$ cat config.mk
export PLATFORM = sky130hd
export DESIGN_NAME = ddimc_top
export DESIGN_NICKNAME = d
export VERILOG_FILES = /design/src/verilog/ddimc_lock_det.v /design/src/verilog/ddimc_top.v
export VERILOG_INCLUDE_DIRS = /design/src /design/src/verilog
export SDC_FILE = /design/constraint.sdc
export NUM_CORES = 1
export LEC_CHECK = 0
export BUFFER_PORTS_ARGS = -buffer_cell sky130_fd_sc_hd__buf_2
export CAP_MARGIN = 20
export CORE_MARGIN = 5
export CORE_UTILIZATION = 34
export DETAILED_ROUTE_END_ITERATION = 10
export GPL_TIMING_DRIVEN = 0
export SYNTH_ARGS = -nofsm -noshare
export SYNTH_HDL_FRONTEND = slang
export SYNTH_SLANG_ARGS = --single-unit
$ cat constraint.sdc
create_clock -name CLK -period 2.1 [get_ports CLK]
set_input_delay 0 -clock CLK [delete_from_list [all_inputs] [get_ports CLK]]
set_output_delay 0 -clock CLK [all_outputs]
set_load 0.02 [all_outputs]
$ cat src/verilog/ddimc_defines.vh
`ifndef DDIMC_DEFINES_VH
`define DDIMC_DEFINES_VH

// ************************************************************
// Control word field positions
// ************************************************************
`define DDIMC_CW_POWER_DOWN_BIT   7
`define DDIMC_CW_CONV_ENABLE_BIT  6
`define DDIMC_CW_SECOND_FILT_BIT  5
`define DDIMC_CW_FIRST_FILT_BIT   4
`define DDIMC_CW_GAIN_MSB         3
`define DDIMC_CW_GAIN_LSB         0

// ************************************************************
// Reset values
// ************************************************************
// No interpolation, 0 dB trim, converter running
`define DDIMC_CW_RESET            8'h40
`define DDIMC_GAIN_RESET          4'h0

// ************************************************************
// Interpolation mode codes
// ************************************************************
`define DDIMC_MODE_1X             2'h0
`define DDIMC_MODE_2X             2'h1
`define DDIMC_MODE_4X             2'h2

// ************************************************************
// Gain trim
// ************************************************************
// Step is 0.05 dB; the top code gives the +0.4 dB end
`define DDIMC_GAIN_TOP_CODE       4'h8
`define DDIMC_GAIN_TOP_STEPS      5'h08

// ************************************************************
// Timing counts, in CLK cycles, except LOCK_EDGES in reference edges
// ************************************************************
`define DDIMC_CLK_HALF_DIV        2
`define DDIMC_LOCK_EDGES          16
`define DDIMC_LOCK_TIMEOUT        64

`endif

$ cat src/verilog/ddimc_lock_det.v
`include "ddimc_defines.vh"

module ddimc_lock_det #(
    parameter EDGES   = `DDIMC_LOCK_EDGES,
    parameter TIMEOUT = `DDIMC_LOCK_TIMEOUT
) (
    // Clock and reset
    input  wire        clk,
    input  wire        rst,
    // Observed reference
    input  wire        enable,
    input  wire        ref_edge,
    // Status
    output reg         locked_q
);

    reg  [7:0] edge_cnt_q;
    reg  [7:0] gap_cnt_q;

    // ************************************************************
    // Lock when enough edges arrive each within the timeout
    // ************************************************************
    // A disabled loop drops lock at once; a stopped reference drops it after TIMEOUT cycles without an edge
    always @(posedge clk or posedge rst) begin
        if (rst) begin
            edge_cnt_q <= 8'h00;
            gap_cnt_q  <= 8'h00;
            locked_q   <= 1'b0;
        end else if (!enable) begin
            edge_cnt_q <= 8'h00;
            gap_cnt_q  <= 8'h00;
            locked_q   <= 1'b0;
        end else if (ref_edge) begin
            gap_cnt_q <= 8'h00;
            if (edge_cnt_q == EDGES[7:0] - 8'h01) begin
                locked_q <= 1'b1;
            end else begin
                edge_cnt_q <= edge_cnt_q + 8'h01;
            end
        end else if (gap_cnt_q == TIMEOUT[7:0] - 8'h01) begin
            gap_cnt_q  <= 8'h00;
            edge_cnt_q <= 8'h00;
            locked_q   <= 1'b0;
        end else begin
            gap_cnt_q <= gap_cnt_q + 8'h01;
        end
    end

endmodule // ddimc_lock_det

$ cat src/verilog/ddimc_top.v
`include "ddimc_defines.vh"

module ddimc_top #(
    parameter HALF_DIV     = `DDIMC_CLK_HALF_DIV,
    parameter LOCK_EDGES   = `DDIMC_LOCK_EDGES,
    parameter LOCK_TIMEOUT = `DDIMC_LOCK_TIMEOUT
) (
    // Clock and reset
    input  wire        CLK,
    input  wire        RST,
    // Sample and control ports
    input  wire [7:0]  FIRST_CHANNEL_PORT,
    input  wire [7:0]  SECOND_CHANNEL_PORT,
    input  wire        CONFIG_WRITE_STROBE_N,
    input  wire        INTERLEAVE_SELECT,
    // Clock pin and loop
    input  wire        PLL_ENABLE_PIN,
    input  wire        CLOCK_PIN_I,
    output wire        CLOCK_PIN_O,
    output wire        CLOCK_PIN_OE,
    output wire        LOCK_FLAG,
    // Latched samples
    output reg  [7:0]  SAMPLE_A,
    output reg  [7:0]  SAMPLE_B,
    output reg         SAMPLE_VALID,
    // Applied settings
    output reg         POWER_DOWN,
    output reg         STANDBY,
    output reg  [1:0]  INTERP_MODE,
    output reg  [3:0]  GAIN_TRIM,
    output reg  [4:0]  GAIN_STEPS
);

    // ************************************************************
    // Conversion clock
    // ************************************************************
    reg  [7:0] div_cnt_q;
    reg        div_clk_q;
    reg        conv_prev_q;
    wire       conv_level;
    wire       conv_rise;
    wire       conv_fall;

    // Device drives the pin only while its loop is off
    assign CLOCK_PIN_OE = ~PLL_ENABLE_PIN;
    assign CLOCK_PIN_O  = div_clk_q;
    assign conv_level   = PLL_ENABLE_PIN ? CLOCK_PIN_I : div_clk_q;
    assign conv_rise    = conv_level & ~conv_prev_q;
    assign conv_fall    = ~conv_level & conv_prev_q;

    // The divided clock keeps running through control writes
    always @(posedge CLK or posedge RST) begin
        if (RST) begin
            div_cnt_q   <= 8'h00;
            div_clk_q   <= 1'b0;
            conv_prev_q <= 1'b0;
        end else begin
            conv_prev_q <= conv_level;
            if (div_cnt_q == HALF_DIV[7:0] - 8'h01) begin
                div_cnt_q <= 8'h00;
                div_clk_q <= ~div_clk_q;
            end else begin
                div_cnt_q <= div_cnt_q + 8'h01;
            end
        end
    end

    ddimc_lock_det #(
        .EDGES   (LOCK_EDGES),
        .TIMEOUT (LOCK_TIMEOUT)
    ) u_lock (
        .clk      (CLK),
        .rst      (RST),
        .enable   (PLL_ENABLE_PIN),
        .ref_edge (conv_rise & PLL_ENABLE_PIN),
        .locked_q (LOCK_FLAG)
    );

    // ************************************************************
    // Control word capture and staging
    // ************************************************************
    reg        strobe_prev_q;
    reg  [7:0] staged_q;
    reg        pending_q;
    reg  [7:0] word_q;
    wire       strobe_fall;

    assign strobe_fall = strobe_prev_q & ~CONFIG_WRITE_STROBE_N;

    // A word taken in the cycle it would be applied stays pending
    always @(posedge CLK or posedge RST) begin
        if (RST) begin
            strobe_prev_q <= 1'b1;
            staged_q      <= `DDIMC_CW_RESET;
            pending_q     <= 1'b0;
            word_q        <= `DDIMC_CW_RESET;
        end else begin
            strobe_prev_q <= CONFIG_WRITE_STROBE_N;
            if (strobe_fall) begin
                staged_q  <= FIRST_CHANNEL_PORT;
                pending_q <= 1'b1;
            end else if (pending_q && conv_rise) begin
                word_q    <= staged_q;
                pending_q <= 1'b0;
            end
        end
    end

    // ************************************************************
    // Decode of the applied word
    // ************************************************************
    reg        pd_d;
    reg        sb_d;
    reg  [1:0] mode_d;
    reg  [3:0] gain_d;
    reg  [4:0] steps_d;

    always @* begin
        pd_d = word_q[`DDIMC_CW_POWER_DOWN_BIT];
        sb_d = ~pd_d & ~word_q[`DDIMC_CW_CONV_ENABLE_BIT];
        if (word_q[`DDIMC_CW_SECOND_FILT_BIT]) begin
            // The forbidden bit 5 without bit 4 falls back to 1x
            mode_d = word_q[`DDIMC_CW_FIRST_FILT_BIT] ?
                     `DDIMC_MODE_4X : `DDIMC_MODE_1X;
        end else begin
            mode_d = word_q[`DDIMC_CW_FIRST_FILT_BIT] ?
                     `DDIMC_MODE_2X : `DDIMC_MODE_1X;
        end
        gain_d = word_q[`DDIMC_CW_GAIN_MSB:`DDIMC_CW_GAIN_LSB];
        // Two's complement steps, except the top code reaches +8
        if (gain_d == `DDIMC_GAIN_TOP_CODE) begin
            steps_d = `DDIMC_GAIN_TOP_STEPS;
        end else begin
            steps_d = {gain_d[3], gain_d};
        end
    end

    always @(posedge CLK or posedge RST) begin
        if (RST) begin
            POWER_DOWN  <= 1'b0;
            STANDBY     <= 1'b0;
            INTERP_MODE <= `DDIMC_MODE_1X;
            GAIN_TRIM   <= `DDIMC_GAIN_RESET;
            GAIN_STEPS  <= 5'h00;
        end else begin
            POWER_DOWN  <= pd_d;
            STANDBY     <= sb_d;
            INTERP_MODE <= mode_d;
            GAIN_TRIM   <= gain_d;
            GAIN_STEPS  <= steps_d;
        end
    end

    // ************************************************************
    // Sample latching
    // ************************************************************
    localparam CHANNELS = 2;

    wire                  run;
    wire [CHANNELS-1:0]   take;
    wire [8*CHANNELS-1:0] source;
    wire [8*CHANNELS-1:0] latched;

    // Samples freeze outside full operation to save toggling
    assign run          = ~POWER_DOWN & ~STANDBY;
    // Channel A on the rising conversion edge, channel B on the falling one
    assign take[0]      = run & conv_rise;
    assign take[1]      = run & conv_fall;
    assign source[7:0]  = FIRST_CHANNEL_PORT;
    // Interleaved: the second sample rides the first port as well
    assign source[15:8] = INTERLEAVE_SELECT ?
                          FIRST_CHANNEL_PORT : SECOND_CHANNEL_PORT;

    genvar ch;
    generate
        for (ch = 0; ch < CHANNELS; ch = ch + 1) begin : g_chan
            reg [7:0] lat_q;

            always @(posedge CLK or posedge RST) begin
                if (RST) begin
                    lat_q <= 8'h00;
                end else if (take[ch]) begin
                    lat_q <= source[8*ch +: 8];
                end
            end

            assign latched[8*ch +: 8] = lat_q;
        end
    endgenerate

    // Valid follows the second channel, so a pair is complete when it shows, save the first valid after leaving power-down or standby
    always @(posedge CLK or posedge RST) begin
        if (RST) begin
            SAMPLE_VALID <= 1'b0;
        end else begin
            SAMPLE_VALID <= take[1];
        end
    end

    // Plain copies of the channel flip-flops
    always @* begin
        SAMPLE_A = latched[7:0];
        SAMPLE_B = latched[15:8];
    end

endmodule // ddimc_top

Word-level counts from Yosys, hierarchy flattened
Index checks and enable logic that the tools add are counted.
{ "totals": {"reg_bits": 75, "latch_bits": 0, "ramBits": 0, "romBits": 0, "inputBits": 22, "output_inout_bits": 33, "elab_cells": 71, "memories": 0} }
{ "classes": {"add_sub_neg": 3, "n_mul": 0, "div": 0, "order_cmp": 0, "eq_ne": 7, "shifts": 0, "mux": 20, "bitwise": 18, "reduce_logical": 5} }
{ "ops": {"columns": ["op", "count"], "rows": [
  ["8-bit 2-to-1 mux", 9],
  ["8-bit by 1-bit adder with 8-bit output (second input constant)", 3],
  ["1-bit NOT", 10],
  ["1-bit bitwise AND", 8],
  ["8-bit by 1-bit == test with 1-bit output (second input constant)", 1],
  ["8-bit by 4-bit == test with 1-bit output (second input constant)", 1],
  ["8-bit by 6-bit == test with 1-bit output (second input constant)", 1],
  ["1-bit 2-to-1 mux", 8],
  ["3-bit inequality test (second input constant)", 2],
  ["2-bit AND reduction", 3],
  ["5-bit 2-to-1 mux", 1],
  ["4-bit == test (second input constant)", 1],
  ["2-bit 2-to-1 mux", 2],
  ["3-bit by 1-bit inequality test with 1-bit output (second input constant)", 1],
  ["2-bit nonzero test", 1],
  ["1-bit logical AND", 1]
]} }

Longest topological paths before layout
{ "logic_depth": {"ltp_word": 5, "ltp_mapped": 6, "depth_no_buf": 5} }

Modules after synthesis
From an unflattened synthesis, not the netlist that was laid out.
{ "hier_totals": {"hier_cells": 235, "area_unflattened_um2": 3116.7} }
{ "modules_own_cells": {"columns": ["mod", "instances", "cells_each", "area_each_um2", "seq_area_each_um2"], "rows": [
  ["ddimc_top", 1, 149, 2235.9, 1455.1],
  ["ddimc_lock_det", 1, 86, 880.8, 425.4]
]} }

Least setup slack after synthesis
OpenSTA, ideal clock, no wires.
{ "synth_timing": {"path_kind": "register -> register", "from": "register strobe_prev_q", "to": "register word_q[0]", "setup_ns": 0.125, "t_arrival_ns": 1.484, "required_time_ns": 1.975, "slack_ns": 0.491, "path_stages_with_launch": 6, "path_buffers": 1, "path_cell_list": "dfstp_2 nand2b_1 clkbuf_1 nand2_1 nor3_4 mux2_2"} }
{ "synth_between": {"elab_chain_len": 3} }
{ "synth_rtl": {"columns": ["element", "line_no", "rtl"], "rows": [
  ["from (decl)", "ddimc_top.v:82", "reg strobe_prev_q;"],
  ["from (signal assigned)", "ddimc_top.v:93", "strobe_prev_q <= 1'b1;"],
  ["from (signal assigned)", "ddimc_top.v:98", "strobe_prev_q <= CONFIG_WRITE_STROBE_N;"],
  ["1-bit bitwise AND", "ddimc_top.v:88", "assign strobe_fall = strobe_prev_q & ~CONFIG_WRITE_STROBE_N;"],
  ["1-bit NOT (no source line)", null, null],
  ["2-bit AND reduction (no source line)", null, null],
  ["to (signal assigned)", "ddimc_top.v:96", "word_q <= `DDIMC_CW_RESET;"],
  ["to (signal assigned)", "ddimc_top.v:103", "word_q <= staged_q;"],
  ["to (decl)", "ddimc_top.v:85", "reg [7:0] word_q;"]
]} }
No other way between the ends.
A chain may end at the register's enable or synchronous reset.

Worst setup path after layout
{ "layout_timing": {"from": "register strobe_prev_q", "to": "register word_q[1]"} }
The elaborated chain is that of the path after synthesis.

==> flow_summary.rst <==
.. list-table::
   :header-rows: 1

   * - Metric
     - Value
   * - Result of the run
     - finished clean
   * - Post-Place Worst Slack
     - 0.174 ns
   * - Class of the tightest hold or removal check
     - in -> async
   * - Count of yosys warnings during synthesis
     - 0
   * - GRT Residual Overflow
     - 0
   * - Number of vias after detailed routing
     - 2050
   * - Timing startpoint of the critical path
     - strobe_prev_q
   * - Top fanout value on the critical path
     - 10
   * - Weighted congestion at the end of routability-driven global placement
     - 0.742
   * - Maximum count of clock buffers along a single path
     - 2
   * - PwrDens
     - 1080 nW/um2
   * - Static power due to leakage
     - 1.81 nW
   * - Maximum Capacitance Violations
     - 0
   * - Share of async-settable or async-resettable flops after synthesis
     - 100%
   * - Combined area of all synthesized cells
     - 3030 um2
   * - Total internal power
     - 2.87 mW
   * - Crit start category
     - flip-flop
   * - Mean cell area of the mapped netlist
     - 12.9 um2
   * - Effective utilization at floorplan
     - 34.8%
   * - Kind of end point of the critical path
     - flip-flop
   * - Final setup violation count
     - 0
   * - Setup Fix Bufs, Post-CTS
     - 0
   * - Worst R2R Start
     - strobe_prev_q
   * - Syn_nets
     - 262
   * - Clock tree from TritonCTS
     - done
   * - Worst reg2reg path depth
     - 5
   * - Final layout net count
     - 347
   * - CTS root buffer
     - sky130_fd_sc_hd__clkbuf_8
   * - Minimum clock period
     - 1.90 ns
   * - Part of the power in the clock network
     - 28.2%
   * - Final hold slack
     - 0.219 ns
   * - Post-synthesis to final-layout area growth
     - 27.7%
   * - Input/output buffers
     - 53
   * - First-pass GRT wire length
     - 10500 um
   * - Max-slew violation count
     - 0
   * - Final hold violation count
     - 0
   * - Max-Slew Margin vs Limit
     - 59.3%
   * - Floorplan die area
     - about 11000 um2
   * - Final wirelength
     - 5970 um
   * - Std cell rows
     - 34
   * - Part of the power in registers
     - 47.5%
   * - Post-synthesis register bit count
     - between 70 and 80
   * - TritonRoute pass-1 iters
     - 4
   * - Syn Inst Count
     - roughly 240
   * - Worst setup slack after layout
     - 0.204 ns
   * - Area of the core
     - about 8700 um2
   * - Net switching power figure
     - 1.31 mW
   * - Clock Pin Slew Worst Setup and Hold Paths
     - 0.07 ns
   * - Insertion delay to the later sink of the worst-skew pair
     - 0.34 ns
   * - Filler Cells Inserted
     - 790
   * - Logic gate share of total power
     - between 20 and 25%
   * - Distinct cells, synth
     - 39
   * - Sequential area share after synthesis
     - 62.0%
   * - Number of sinks driven by the clock tree
     - 75
   * - Achievable clock frequency
     - 527 MHz
   * - Pin count of the biggest net entering global routing
     - 47
   * - Proportion of total power due to net switching
     - 31.3%
   * - Number of top-level pins
     - 55
   * - Post-detailed-route wirelength per cell
     - 13.8 um
   * - Critical Setup Path Class
     - reg -> reg
   * - WP data required
     - about 2.3 ns
   * - Highest metal layer with signal wires
     - met4
   * - Number of enable-type register cells in the synthesized netlist
     - 0
   * - Period Utilization, post-route
     - 90.3%
   * - FF-to-FF End
     - word_q[1]
   * - Horiz. Die Dim
     - 104 um
   * - Most common cell after layout, fill and taps aside
     - sky130_fd_sc_hd__dfrtp_1
   * - Overall routing resource usage
     - 11.9%
   * - Post-detailed-route via-to-cell ratio
     - approximately 4.7
   * - Actual transition at the worst max-transition pin
     - 0.610 ns
   * - Remaining DRCs
     - 0
   * - Total length of routed met2 wires
     - 2810 um
   * - Vias in the first global route
     - 2146
   * - Number of buffers inserted during clock tree synthesis
     - 9
   * - DIE HEIGHT
     - approximately 100 um
   * - Worst path arrival time
     - 2.13 ns
   * - Fraction of final layout cells sized beyond drive strength 1
     - 31.6%
   * - Iter 0 DRT Violations
     - 17
   * - Max IR drop VDD
     - around 0.00073 V
   * - Number of antenna repair diodes
     - 0
   * - Remaining antenna violation count
     - 0
   * - Primary FF master, synth
     - sky130_fd_sc_hd__dfrtp_1
   * - Met1 wire length
     - 2780 um
   * - Number of antenna violations at the first check in global routing
     - 0
   * - Fin Clk Skew
     - 0.00485 ns
   * - RSZ-0062 raised after global routing
     - false
   * - Critical path destination
     - word_q[1]
   * - Most frequent cells in the layout
     - sky130_fd_sc_hd__dfrtp_1 (72), sky130_fd_sc_hd__buf_2 (54), sky130_fd_sc_hd__mux2_2 (25)
   * - Reg-to-reg slack, setup
     - 0.20 ns
   * - H-tree level count
     - 3
   * - Post-DP HPWL
     - 4160 um
   * - Met3 WL post-DR
     - approximately 280 um
## power by group through the flow
stage	Clock (mW)	Combinational (mW)	Sequential [mW]
2_1_floorplan	0	0.319	2.29
3_3_place_gp	0	0.985	2.00
3_5_place_dp	0	1.00	2.01
4_1_cts	1.22	1.03	1.99
5_1_grt	1.28	1.12	2.03
6_report	1.18	1.01	1.98
## repair_timing
item / 4_1_cts / 5_1_grt
hold buffers: 20 / 0
endpoints found under the setup margin: 0 / 0
endpoints found under the hold margin: 56 / 0
gates resized for setup: 0 / 0
## routing by layer
layer  up-vias  GRT usage, %
met5         -             0
met4         0          6.11
met3        11          2.98
met2        44          17.7
met1      1012          16.1
li1        983             -
## cell families (layout without fill, tap and decap cells)
| kind of cell | Yosys count | count (layout) | synth area share (%) |
|---|---|---|---|
| and+or+nand+nor | 68 | 68 | 12.3 |
| xor gates and xnor gates | 15 | 15 | 4.33 |
| AOI/OAI and AO/OA | 24 | 24 | 4.99 |
| DFF | 75 | 75 | 62.0 |
| muxes | 34 | 34 | 12.7 |
| adders and majority gates | 4 | 4 | 1.65 |
| buffers and inverters | 16 | 106 | 2.02 |
## cell usage after synthesis, drive strengths merged, types with 3 or more instances
master	n	area, um2
and2	4	25.0
and3	7	46.3
clkbuf	6	22.5
dfrtp	72	1800
dfstp	3	78.8
ha	4	50.1
inv	8	30.0
mux2	25	282
mux2i	9	103
nand2	14	52.6
nand3	12	60.1
nor2	15	56.3
nor3b	3	22.5
nor4	4	40.0
o21ai	12	60.1
xnor2	10	87.6
xor2	5	43.8
## registers in the layout (all words and copies together), names as in the netlist, 4 cells and up
signal	flops
SAMPLE_A	8
SAMPLE_B	8
div_cnt_q	8
staged_q	8
u_lock.edge_cnt_q	8
u_lock.gap_cnt_q	8
word_q	8
GAIN_STEPS	5
GAIN_TRIM	4
## per-stage QoR
stage	setup TNS [ns]	instance area (um2)	util (%)	cells	power, mW
floorplan	0	3030	-	236	2.61
global placement	-50.40	3430	39.4	397	2.99
detailed placement	0	3460	39.7	398	3.01
CTS	0	3870	44.4	434	4.24
global route	0	3870	44.4	434	4.42
finish	0	3870	44.4	434	4.17
## worst max-delay path: stages, from the launching register on
cell	delay [ns]
sky130_fd_sc_hd__dfstp_2	0.36
sky130_fd_sc_hd__nand2b_1	0.06
sky130_fd_sc_hd__clkbuf_1	0.42
sky130_fd_sc_hd__nand2_1	0.18
sky130_fd_sc_hd__nor3_4	0.38
sky130_fd_sc_hd__mux2_2	0.38
## final cells by class
type	instances	area, um2	share of cell area [%]
inverter	8	32.5	0.840
tap	108	135	3.49
clock buffer	11	131	3.39
sequential	75	1880	48.6
multi-input combinational	145	1090	28.2
clock inverter	5	77.6	2.00
timing repair buffer	74	493	12.7
buffer	8	31.3	0.808
## how the worst min path moves through the flow
stage                                startpoint              endpoint  slack, ns  depth (start not counted)
after global routing                        RST         GAIN_STEPS[3]       0.28                          3
final                                       RST         GAIN_STEPS[3]       0.22                          3
after global placement    CONFIG_WRITE_STROBE_N         strobe_prev_q       0.11                          1
after CTS                                   RST  u_lock.edge_cnt_q[7]       0.20                          3
after detailed placement                    RST         GAIN_STEPS[3]       0.03                          2
after floorplan           CONFIG_WRITE_STROBE_N         strobe_prev_q      0.004                          0
No activity file was read; power rests on OpenSTA's default activity.
